--- config.mk ---
export PLATFORM = sky130hd
export DESIGN_NAME = temp_alarm_config
export DESIGN_NICKNAME = d
export VERILOG_FILES = /design/src/design/temp_alarm_pkg.sv /design/src/design/threshold_flag.sv /design/src/design/config_write_filter.sv /design/src/design/temp_alarm_config.sv
export SDC_FILE = /design/constraint.sdc
export NUM_CORES = 1
export LEC_CHECK = 0
export BUFFER_PORTS_ARGS = -buffer_cell sky130_fd_sc_hd__buf_4
export CAP_MARGIN = 20
export CORE_MARGIN = 10
export CORE_UTILIZATION = 34
export DETAILED_ROUTE_END_ITERATION = 7
export SLEW_MARGIN = 30
export SYNTH_ARGS = -nofsm -noshare
export SYNTH_HDL_FRONTEND = slang
export SYNTH_SLANG_ARGS = --single-unit
--- constraint.sdc ---
create_clock -name clock -period 4.8 [get_ports clock]
set_clock_uncertainty 0.15 [all_clocks]
set_input_delay 0.72 -clock clock [delete_from_list [all_inputs] [get_ports clock]]
set_output_delay 0.72 -clock clock [all_outputs]
set_load 0.01 [all_outputs]
--- src/design/temp_alarm_pkg.sv ---
/*
  Shared constants for the temperature alarm configuration block:
  register addresses, field positions, hysteresis codes, flag indices,
  sensing phases and the temperature scale.
  Assumes a 13-bit two's complement temperature word.
*/
package temp_alarm_pkg;

  // ***************************************************************
  // Register addresses
  // ***************************************************************
  localparam logic [7:0] ADDR_CONFIG = 8'h01;
  localparam logic [7:0] ADDR_UPPER  = 8'h02;
  localparam logic [7:0] ADDR_LOWER  = 8'h03;
  localparam logic [7:0] ADDR_CRIT   = 8'h04;
  localparam logic [7:0] ADDR_TEMP   = 8'h05;

  // ***************************************************************
  // Field layout
  // ***************************************************************
  localparam int REG_W         = 16;
  localparam int TEMP_W        = 13;
  localparam int CFG_RSV_W     = 5;
  localparam int CFG_HYST_LO   = 9;
  localparam int CFG_HYST_HI   = 10;
  localparam int CFG_SHUTDOWN  = 8;
  localparam int CFG_CRIT_LOCK = 7;
  localparam int CFG_WIN_LOCK  = 6;
  localparam int CFG_CTL_W     = 4;
  localparam logic [CFG_RSV_W-1:0] CFG_RSV_VALUE = 5'h00;
  localparam logic                 CFG_CLEAR_RD  = 1'b0;
  localparam logic [REG_W-1:0]     RD_UNMAPPED   = 16'h0000;

  // Alarm flag indices, also the order of bits 13..15 of the reading
  localparam int FLAG_BELOW = 0;
  localparam int FLAG_ABOVE = 1;
  localparam int FLAG_CRIT  = 2;
  localparam int NUM_FLAGS  = 3;

  // ***************************************************************
  // Hysteresis and temperature scale
  // ***************************************************************
  typedef enum logic [1:0] {
    HYST_OFF = 2'h0,
    HYST_1P5 = 2'h1,
    HYST_3   = 2'h2,
    HYST_6   = 2'h3
  } hyst_sel_t;

  localparam int TEMP_LSB_UC = 62500;
  localparam int HYST_1P5_UC = 1500000;
  localparam int HYST_3_UC   = 3000000;
  localparam int HYST_6_UC   = 6000000;

  // Sensing phase around shutdown
  typedef enum logic [3:0] {
    PH_NORMAL   = 4'h1,
    PH_SHUTDOWN = 4'h2,
    PH_FIRST    = 4'h4,
    PH_SECOND   = 4'h8
  } phase_t;

endpackage

--- src/design/threshold_flag.sv ---
/*
  One alarm threshold comparison with hysteresis, combinational.
  Assumes the caller holds the previous flag and samples the result
  once per conversion.
*/
`timescale 1ns/10ps
module threshold_flag #(
  parameter bit IS_BELOW = 1'b0
) (
  // Measurement and threshold
  input  wire logic [temp_alarm_pkg::TEMP_W-1:0] temp,
  input  wire logic [temp_alarm_pkg::TEMP_W-1:0] limit,
  input  wire logic [temp_alarm_pkg::TEMP_W-1:0] hyst,
  // Flag state
  input  wire logic                              flag,
  output      logic                              next_flag
);

  // One extra bit so limit minus hysteresis cannot wrap
  logic signed [temp_alarm_pkg::TEMP_W:0] t_ext;
  logic signed [temp_alarm_pkg::TEMP_W:0] l_ext;
  logic signed [temp_alarm_pkg::TEMP_W:0] lh_ext;

  assign t_ext  = {temp[temp_alarm_pkg::TEMP_W-1], temp};
  assign l_ext  = {limit[temp_alarm_pkg::TEMP_W-1], limit};
  assign lh_ext = l_ext - $signed({1'b0, hyst});

  // Set above flag falls back only at or below the lowered threshold; set below flag falls back at the limit
  always_comb
  begin
    if (IS_BELOW)
      next_flag = flag ? (t_ext < l_ext) : (t_ext <= lh_ext);
    else
      next_flag = flag ? (t_ext > lh_ext) : (t_ext > l_ext);
  end

endmodule

--- src/design/config_write_filter.sv ---
/*
  Lock filtering of a configuration register write, combinational.
  Assumes the write strobe is already qualified by the address decode.
*/
`timescale 1ns/10ps
module config_write_filter (
  // Current values
  input  wire logic [1:0]                           cur_hyst,
  input  wire logic                                 cur_shutdown,
  input  wire logic                                 cur_crit_lock,
  input  wire logic                                 cur_win_lock,
  input  wire logic [temp_alarm_pkg::CFG_CTL_W-1:0] cur_ctl,
  // Write request
  input  wire logic                                 wr,
  input  wire logic [temp_alarm_pkg::REG_W-1:0]     wdata,
  // Filtered values
  output      logic [1:0]                           next_hyst,
  output      logic                                 next_shutdown,
  output      logic                                 next_crit_lock,
  output      logic                                 next_win_lock,
  output      logic [temp_alarm_pkg::CFG_CTL_W-1:0] next_ctl
);

  logic locked;

  assign locked = cur_crit_lock | cur_win_lock;

  // Locks only ever set; reset is the sole way back
  always_comb
  begin
    next_hyst      = cur_hyst;
    next_shutdown  = cur_shutdown;
    next_crit_lock = cur_crit_lock;
    next_win_lock  = cur_win_lock;
    next_ctl       = cur_ctl;
    if (wr)
    begin
      if (!locked)
        next_hyst = wdata[temp_alarm_pkg::CFG_HYST_HI:temp_alarm_pkg::CFG_HYST_LO];
      if (!wdata[temp_alarm_pkg::CFG_SHUTDOWN] || !locked)
        next_shutdown = wdata[temp_alarm_pkg::CFG_SHUTDOWN];
      next_crit_lock = cur_crit_lock | wdata[temp_alarm_pkg::CFG_CRIT_LOCK];
      next_win_lock  = cur_win_lock | wdata[temp_alarm_pkg::CFG_WIN_LOCK];
      next_ctl       = wdata[temp_alarm_pkg::CFG_CTL_W-1:0];
    end
  end

endmodule

--- src/design/temp_alarm_config.sv ---
/*
  Configuration, alarm window and shutdown logic of a temperature
  sensor: register file, limit locks, hysteresis comparison and the
  alert level handed to the output pin driver.
  Assumes register accesses arrive as one-cycle strobes from the serial
  interface logic, and each finished conversion as a one-cycle strobe
  with its result, all synchronous to clock.
*/
`timescale 1ns/10ps

module temp_alarm_config #(
  parameter int TEMP_LSB_UC = temp_alarm_pkg::TEMP_LSB_UC
) (
  // Clock and power-on reset
  input  wire logic                                clock,
  input  wire logic                                sys_rst,

  // Register access from the serial interface
  input  wire logic                                reg_wr_en,
  input  wire logic                                reg_rd_en,
  input  wire logic [7:0]                          reg_addr,
  input  wire logic [temp_alarm_pkg::REG_W-1:0]    reg_wdata,
  output      logic [temp_alarm_pkg::REG_W-1:0]    reg_rdata,
  output      logic                                reg_rvalid,

  // Converter
  input  wire logic                                conv_valid,
  input  wire logic [temp_alarm_pkg::TEMP_W-1:0]   conv_temp,
  output      logic                                sensor_enable,

  // Alert level to the pin driver
  output      logic                                alert_active
);

  // ***************************************************************
  // Elaboration checks
  // ***************************************************************
  // Largest step stays below the positive range
  // Keeps limit minus hysteresis from wrapping
  localparam int HYST_MAX = (1 << (temp_alarm_pkg::TEMP_W - 1)) - 1;

  if (TEMP_LSB_UC <= 0 ||
      (temp_alarm_pkg::HYST_1P5_UC % TEMP_LSB_UC) != 0 ||
      (temp_alarm_pkg::HYST_6_UC / TEMP_LSB_UC) > HYST_MAX)
  begin : g_bad_lsb
    $error("TEMP_LSB_UC must divide the hysteresis steps and keep them in range");
  end

  // ***************************************************************
  // Hysteresis in temperature counts
  // ***************************************************************
  // Whole LSB counts only
  // Uneven steps are refused above, never rounded
  localparam logic [temp_alarm_pkg::TEMP_W-1:0] HYST_1P5_CNT =
    temp_alarm_pkg::TEMP_W'(temp_alarm_pkg::HYST_1P5_UC / TEMP_LSB_UC);
  localparam logic [temp_alarm_pkg::TEMP_W-1:0] HYST_3_CNT =
    temp_alarm_pkg::TEMP_W'(temp_alarm_pkg::HYST_3_UC / TEMP_LSB_UC);
  localparam logic [temp_alarm_pkg::TEMP_W-1:0] HYST_6_CNT =
    temp_alarm_pkg::TEMP_W'(temp_alarm_pkg::HYST_6_UC / TEMP_LSB_UC);
  localparam logic [temp_alarm_pkg::TEMP_W-1:0] HYST_0_CNT = '0;

  // ***************************************************************
  // State
  // ***************************************************************
  // Every flop of the block in one word
  // Reset gives the power-on defaults
  typedef struct packed {
    logic [1:0]                           hyst;
    logic                                 shutdown;
    logic                                 crit_lock;
    logic                                 win_lock;
    logic [temp_alarm_pkg::CFG_CTL_W-1:0] ctl;
    logic [temp_alarm_pkg::TEMP_W-1:0]    upper;
    logic [temp_alarm_pkg::TEMP_W-1:0]    lower;
    logic [temp_alarm_pkg::TEMP_W-1:0]    crit;
    logic [temp_alarm_pkg::TEMP_W-1:0]    temp;
    logic [temp_alarm_pkg::NUM_FLAGS-1:0] flags;
    logic                                 alert;
    temp_alarm_pkg::phase_t               phase;
    logic [temp_alarm_pkg::REG_W-1:0]     rdata;
    logic                                 rvalid;
    logic                                 sensor_en;
  } state_t;

  state_t s;
  state_t next_s;

  // Filtered configuration write
  logic                                 cfg_wr;
  logic [1:0]                           next_hyst;
  logic                                 next_shutdown;
  logic                                 next_crit_lock;
  logic                                 next_win_lock;
  logic [temp_alarm_pkg::CFG_CTL_W-1:0] next_ctl;

  // Comparator plumbing
  logic [temp_alarm_pkg::TEMP_W-1:0]    hyst_cnt;
  logic [temp_alarm_pkg::TEMP_W-1:0]    limits [temp_alarm_pkg::NUM_FLAGS];
  logic [temp_alarm_pkg::NUM_FLAGS-1:0] next_flags;

  // ***************************************************************
  // Hysteresis decode
  // ***************************************************************
  // Decoded each cycle from the stored code
  // code to hysteresis amount
  always_comb
  begin
    case (temp_alarm_pkg::hyst_sel_t'(s.hyst))
      temp_alarm_pkg::HYST_OFF: hyst_cnt = HYST_0_CNT;
      temp_alarm_pkg::HYST_1P5: hyst_cnt = HYST_1P5_CNT;
      temp_alarm_pkg::HYST_3:   hyst_cnt = HYST_3_CNT;
      temp_alarm_pkg::HYST_6:   hyst_cnt = HYST_6_CNT;
      default:                  hyst_cnt = HYST_0_CNT;
    endcase
  end

  // ***************************************************************
  // Threshold comparators
  // ***************************************************************
  // Limits in force now, never the value being written this cycle
  // So a same-edge write races nothing
  assign limits[temp_alarm_pkg::FLAG_BELOW] = s.lower;
  assign limits[temp_alarm_pkg::FLAG_ABOVE] = s.upper;
  assign limits[temp_alarm_pkg::FLAG_CRIT]  = s.crit;

  // A set flag is the remembered trend
  // No separate direction register needed
  // upper and critical use the lowered threshold only once set; lower only while clear
  genvar gi;
  for (gi = 0; gi < temp_alarm_pkg::NUM_FLAGS; gi++)
  begin : g_flag
    threshold_flag #(
      .IS_BELOW (gi == temp_alarm_pkg::FLAG_BELOW)
    ) u_cmp (
      .temp      (conv_temp),
      .limit     (limits[gi]),
      .hyst      (hyst_cnt),
      .flag      (s.flags[gi]),
      .next_flag (next_flags[gi])
    );
  end

  // ***************************************************************
  // Configuration write filter
  // ***************************************************************
  // Only the configuration address reaches
  // The filter; other writes leave it alone
  assign cfg_wr = reg_wr_en && (reg_addr == temp_alarm_pkg::ADDR_CONFIG);

  config_write_filter u_cfg (
    .cur_hyst       (s.hyst),
    .cur_shutdown   (s.shutdown),
    .cur_crit_lock  (s.crit_lock),
    .cur_win_lock   (s.win_lock),
    .cur_ctl        (s.ctl),
    .wr             (cfg_wr),
    .wdata          (reg_wdata),
    .next_hyst      (next_hyst),
    .next_shutdown  (next_shutdown),
    .next_crit_lock (next_crit_lock),
    .next_win_lock  (next_win_lock),
    .next_ctl       (next_ctl)
  );

  // ***************************************************************
  // Next state
  // ***************************************************************
  always_comb
  begin
    next_s        = s;
    // Valid pulses; data holds till the next read
    next_s.rvalid = 1'b0;

    // Register writes; limit writes stop at their lock
    // Config fields arrive lock-filtered
    next_s.hyst      = next_hyst;
    next_s.shutdown  = next_shutdown;
    next_s.crit_lock = next_crit_lock;
    next_s.win_lock  = next_win_lock;
    next_s.ctl       = next_ctl;

    if (reg_wr_en)
    begin
      case (reg_addr)
        temp_alarm_pkg::ADDR_UPPER:
        begin
          if (!s.win_lock)
            next_s.upper = reg_wdata[temp_alarm_pkg::TEMP_W-1:0];
        end

        temp_alarm_pkg::ADDR_LOWER:
        begin
          if (!s.win_lock)
            next_s.lower = reg_wdata[temp_alarm_pkg::TEMP_W-1:0];
        end

        temp_alarm_pkg::ADDR_CRIT:
        begin
          if (!s.crit_lock)
            next_s.crit = reg_wdata[temp_alarm_pkg::TEMP_W-1:0];
        end

        default:
        begin
          // Read-only and unmapped: no write
          next_s.upper = s.upper;
        end
      endcase
    end

    // Settings before this edge decide
    // A same-cycle write waits a result
    // one evaluation per finished conversion
    if (conv_valid && !s.shutdown)
    begin
      next_s.temp  = conv_temp;
      // flags cleared, so only lower is lowered
      next_s.flags = next_flags;
      // alert from the same hysteretic flags
      next_s.alert = |next_flags;
      // Counts the two results after an exit
      case (s.phase)
        temp_alarm_pkg::PH_FIRST:  next_s.phase = temp_alarm_pkg::PH_SECOND;
        temp_alarm_pkg::PH_SECOND: next_s.phase = temp_alarm_pkg::PH_NORMAL;
        default:                   next_s.phase = s.phase;
      endcase
    end

    // Entry freezes flags for read-back
    // Exit clears them, trend taken as rising
    // Shutdown edges override the conversion above
    if (!s.shutdown && next_shutdown)
    begin
      next_s.alert = 1'b0;
      next_s.phase = temp_alarm_pkg::PH_SHUTDOWN;
    end
    else if (s.shutdown && !next_shutdown)
    begin
      next_s.flags = '0;
      next_s.alert = 1'b0;
      next_s.phase = temp_alarm_pkg::PH_FIRST;
    end

    // Filtered value, so a refused set never stops it
    // converter runs while not shut down
    next_s.sensor_en = !next_shutdown;

    // Same-cycle write: read returns the old value
    // reads served the same in every phase
    if (reg_rd_en)
    begin
      next_s.rvalid = 1'b1;
      case (reg_addr)
        temp_alarm_pkg::ADDR_CONFIG:
          next_s.rdata = {temp_alarm_pkg::CFG_RSV_VALUE, s.hyst, s.shutdown,
                          s.crit_lock, s.win_lock, temp_alarm_pkg::CFG_CLEAR_RD,
                          s.alert, s.ctl};

        temp_alarm_pkg::ADDR_UPPER:
          next_s.rdata = {{(temp_alarm_pkg::REG_W - temp_alarm_pkg::TEMP_W){1'b0}},
                          s.upper};

        temp_alarm_pkg::ADDR_LOWER:
          next_s.rdata = {{(temp_alarm_pkg::REG_W - temp_alarm_pkg::TEMP_W){1'b0}},
                          s.lower};

        temp_alarm_pkg::ADDR_CRIT:
          next_s.rdata = {{(temp_alarm_pkg::REG_W - temp_alarm_pkg::TEMP_W){1'b0}},
                          s.crit};

        temp_alarm_pkg::ADDR_TEMP:
          // Flags above the reading, critical first
          next_s.rdata = {s.flags[temp_alarm_pkg::FLAG_CRIT],
                          s.flags[temp_alarm_pkg::FLAG_ABOVE],
                          s.flags[temp_alarm_pkg::FLAG_BELOW], s.temp};

        default:
          next_s.rdata = temp_alarm_pkg::RD_UNMAPPED;
      endcase
    end
  end

  // ***************************************************************
  // State register
  // ***************************************************************
  // Power-on reset is the only thing that releases the locks
  // Synchronous: one clock, no async path
  always_ff @(posedge clock)
  begin
    if (sys_rst)
    begin
      // Locks, limits and flags back to zero
      s           <= '0;
      s.phase     <= temp_alarm_pkg::PH_NORMAL;
      s.sensor_en <= 1'b1;
    end
    else
    begin
      s <= next_s;
    end
  end

  // ***************************************************************
  // Outputs, all straight from flops
  // ***************************************************************
  // Plain state bits: no decode glitch at the pin
  assign reg_rdata     = s.rdata;
  assign reg_rvalid    = s.rvalid;
  assign sensor_enable = s.sensor_en;
  assign alert_active  = s.alert;

endmodule

==> out/qor.yml <==
finalWorstSetupSlack_ns: 0.2823
drive_above_1_share: 0.1199
num_antenna_cells: 0
yosysMostFrequentCell: "ha_1"
cp_data_arrival_time_ns: 4.58
gp_congestion: 0.8637
die_w_um: 153.6
totalNegativeSetupSlack_ns: 0
numCtsBuffers: 9
startpoint_type: "flip-flop"
finalMaxSlewViolations: 0
clk_latency_ns: 0.35
grt_pass1_wl_mm: 25.91
fmax_mhz: 221.4
overflow: 0
hpwl_mm: 12.93
pin_count: 61
yosysUniqueCellTypes: 56
finalSetupViolations: 0
status: "completed"
critPathSlowestCell: "ha_1"
maxCapViolCount: 0
period_needed_ns: 4.518
ys_seq_elements: 83
synth_area_leaders: "dfxtp_1 (27%), ha_1 (18%), mux2i_1 (11%)"
synth_edf_count: 0
cpPeakStageDelay_ns: 0.45
power_leakage_nw: 2.749
yosysWarnings: 0
async_reset_ff_frac: 0
postRouteAntennaNets: 0
min_path_type: "flip-flop to flip-flop"
antenna_found_initial: 0
path_class: "flip-flop to flip-flop"
yosys-top-cells-count: "ha_1 (86), dfxtp_1 (83), nor2_1 (71)"
routed_wl_mm: 16.42
io_buffers: 57
path_max_fanout: 6
drt_iter0_drc: 259
seq_area_um2: 1662
dp_slack_ns: 0.3713
synthFlopType: "dfxtp_1"
cts.sinks: 83
end_kind: "flip-flop"
yosysTopAreaCellShare: 0.2738
post-route-util: 0.3939
rows: 48
ys_seq_area_frac: 0.2738
worst_setup_hold_path_clk_slew_ns: 0.06
holdBufCountCts: 0
fillers: 1765
crit_top_cell: "ha_1"
syn-num-nets: 838
reg2regPathDepth: 17
grt_pass1_vias: 4604
synthCells: 707
start_util: 0.3485
grt_max_degree: 81
whs_ns: 0.3036
fp.dieArea_um2: 23600
cts_resized: 0
whs_path_depth: 2
tightestPinTransition_ns: 0.9669
grt_use_total: 0.1356
routed_via_density: 5.052
htreeDepth: 3
cts_root_buf: "clkbuf_16"
maxSlewHeadroom: 0.3554
cts_setup_buffers: 0
avgSynthCellArea_um2: 8.585
power_density_nw_per_um2: 232.2
via_count: 4885
syn_to_final_growth_pct: 13.03
grt_setup_unrepaired: "false"
synth_area_um2: 6070
crit_required_ns: 4.86
multi_input_area_um2: 3974
netlist.top_cell.by_area: "dfxtp_1"
drcViolationCount: 0
hold_viol: 0
nets: 868
die_y_um: 153.6
cts_tree: "yes"
core_um2: 17420
drtPass1Iterations: 4
path_cells: "inv_1 > ha_1 > ha_1 > nor2b_1 > o21ai_0 > a21oi_1 > nor3_1 > nand2_1 > nor4_1 > xnor2_1 > ha_1 > nand4_1 > or2_2 > or3b_2 > a41oi_1 > o31a_1 > a31oi_1"
period_share: 0.9412
cts_buffer_depth: 2
wl_per_cell_um: 16.98
irDropWorstVdd_mv: 0.1921
-- sequential cells by signal, summed over array words and instances (netlist names) --
register,count
s,25
sensor_enable,1
reg_rdata,16
reg_rvalid,1
alert_active,1
limits,39
-- per-layer routing --
metal  part of all wire  track usage  wire length, um  up-vias
met5                  0            0                0        -
met4             0.0074      0.02564              121        0
met3              0.041      0.02455              670        8
met2               0.46       0.2185             7613       82
met1               0.49       0.1849             8017     2239
li1                   -            -                -     2556
-- placed cells by master (no fill, tap or decap), types with 13 or more instances in the layout --
| master | netlist | layout |
|---|---|---|
| dfxtp_1 | 83 | 83 |
| nand3_1 | 14 | 14 |
| ha_1 | 86 | 86 |
| a211oi_1 | 14 | 14 |
| mux2i_1 | 68 | 68 |
| inv_1 | 53 | 53 |
| nand2b_1 | 17 | 17 |
| o22ai_1 | 13 | 13 |
| xnor2_1 | 22 | 22 |
| a21o_1 | 21 | 21 |
| a21oi_1 | 64 | 64 |
| buf_4 | 18 | 61 |
| nand4_1 | 14 | 14 |
| nand2_1 | 46 | 46 |
| nor2_1 | 71 | 71 |
-- report_power, final --
group / total (mW) / switching (mW) / internal (mW) / leakage [nW]
clock: 0.666 / 0.297 / 0.369 / 0.139
sequential: 0.713 / 0.0102 / 0.703 / 0.674
combinational: 0.215 / 0.121 / 0.0940 / 1.94
-- metrics by stage --
step / std cells / instance area, um^2 / power [mW]
final: 967 / 6860 / 1.593
after global placement: 951 / 6574 / 0.9423
after detailed placement: 951 / 6574 / 0.9436
after global routing: 967 / 6860 / 1.670
after floorplan: 707 / 6070 / 0.8583
after CTS: 967 / 6860 / 1.615
-- cell type report --
cell class / count / share of cell area
timing repair buffer: 61 / 0.06675
clock buffer: 10 / 0.03483
sequential: 83 / 0.2422
multi-input combinational: 529 / 0.5792
tap: 225 / 0.04104
clock inverter: 6 / 0.006931
inverter: 53 / 0.02900
-- critical path, delay by kind of cell, from the launching register on --
kind,cells,cell delay [ns]
simple gates,7,1.77
fa+ha+maj,3,1.02
compound gates,5,0.83
flops,1,0.39
buf+inv,1,0.12
xor+xnor,1,0.11
-- final timing paths --
kind         start           end  slack [ns]
max reg2reg  s[86]  alert_active        0.28
min reg2reg  s[34]         s[34]        0.30
min          s[34]         s[34]        0.30
max          s[86]  alert_active        0.28
-- cell families (layout without fill, tap and decap cells) --
kind of cell | count (synthesis) | count (layout) | synth area share
buf+inv | 95 | 130 | 0.07153
mux | 68 | 68 | 0.1121
compound gates | 150 | 150 | 0.1544
xor+xnor | 24 | 24 | 0.03463
fa+ha+maj | 89 | 89 | 0.1872
flops | 83 | 83 | 0.2738
simple gates | 198 | 198 | 0.1664
Power figures use the tool's default switching activity.
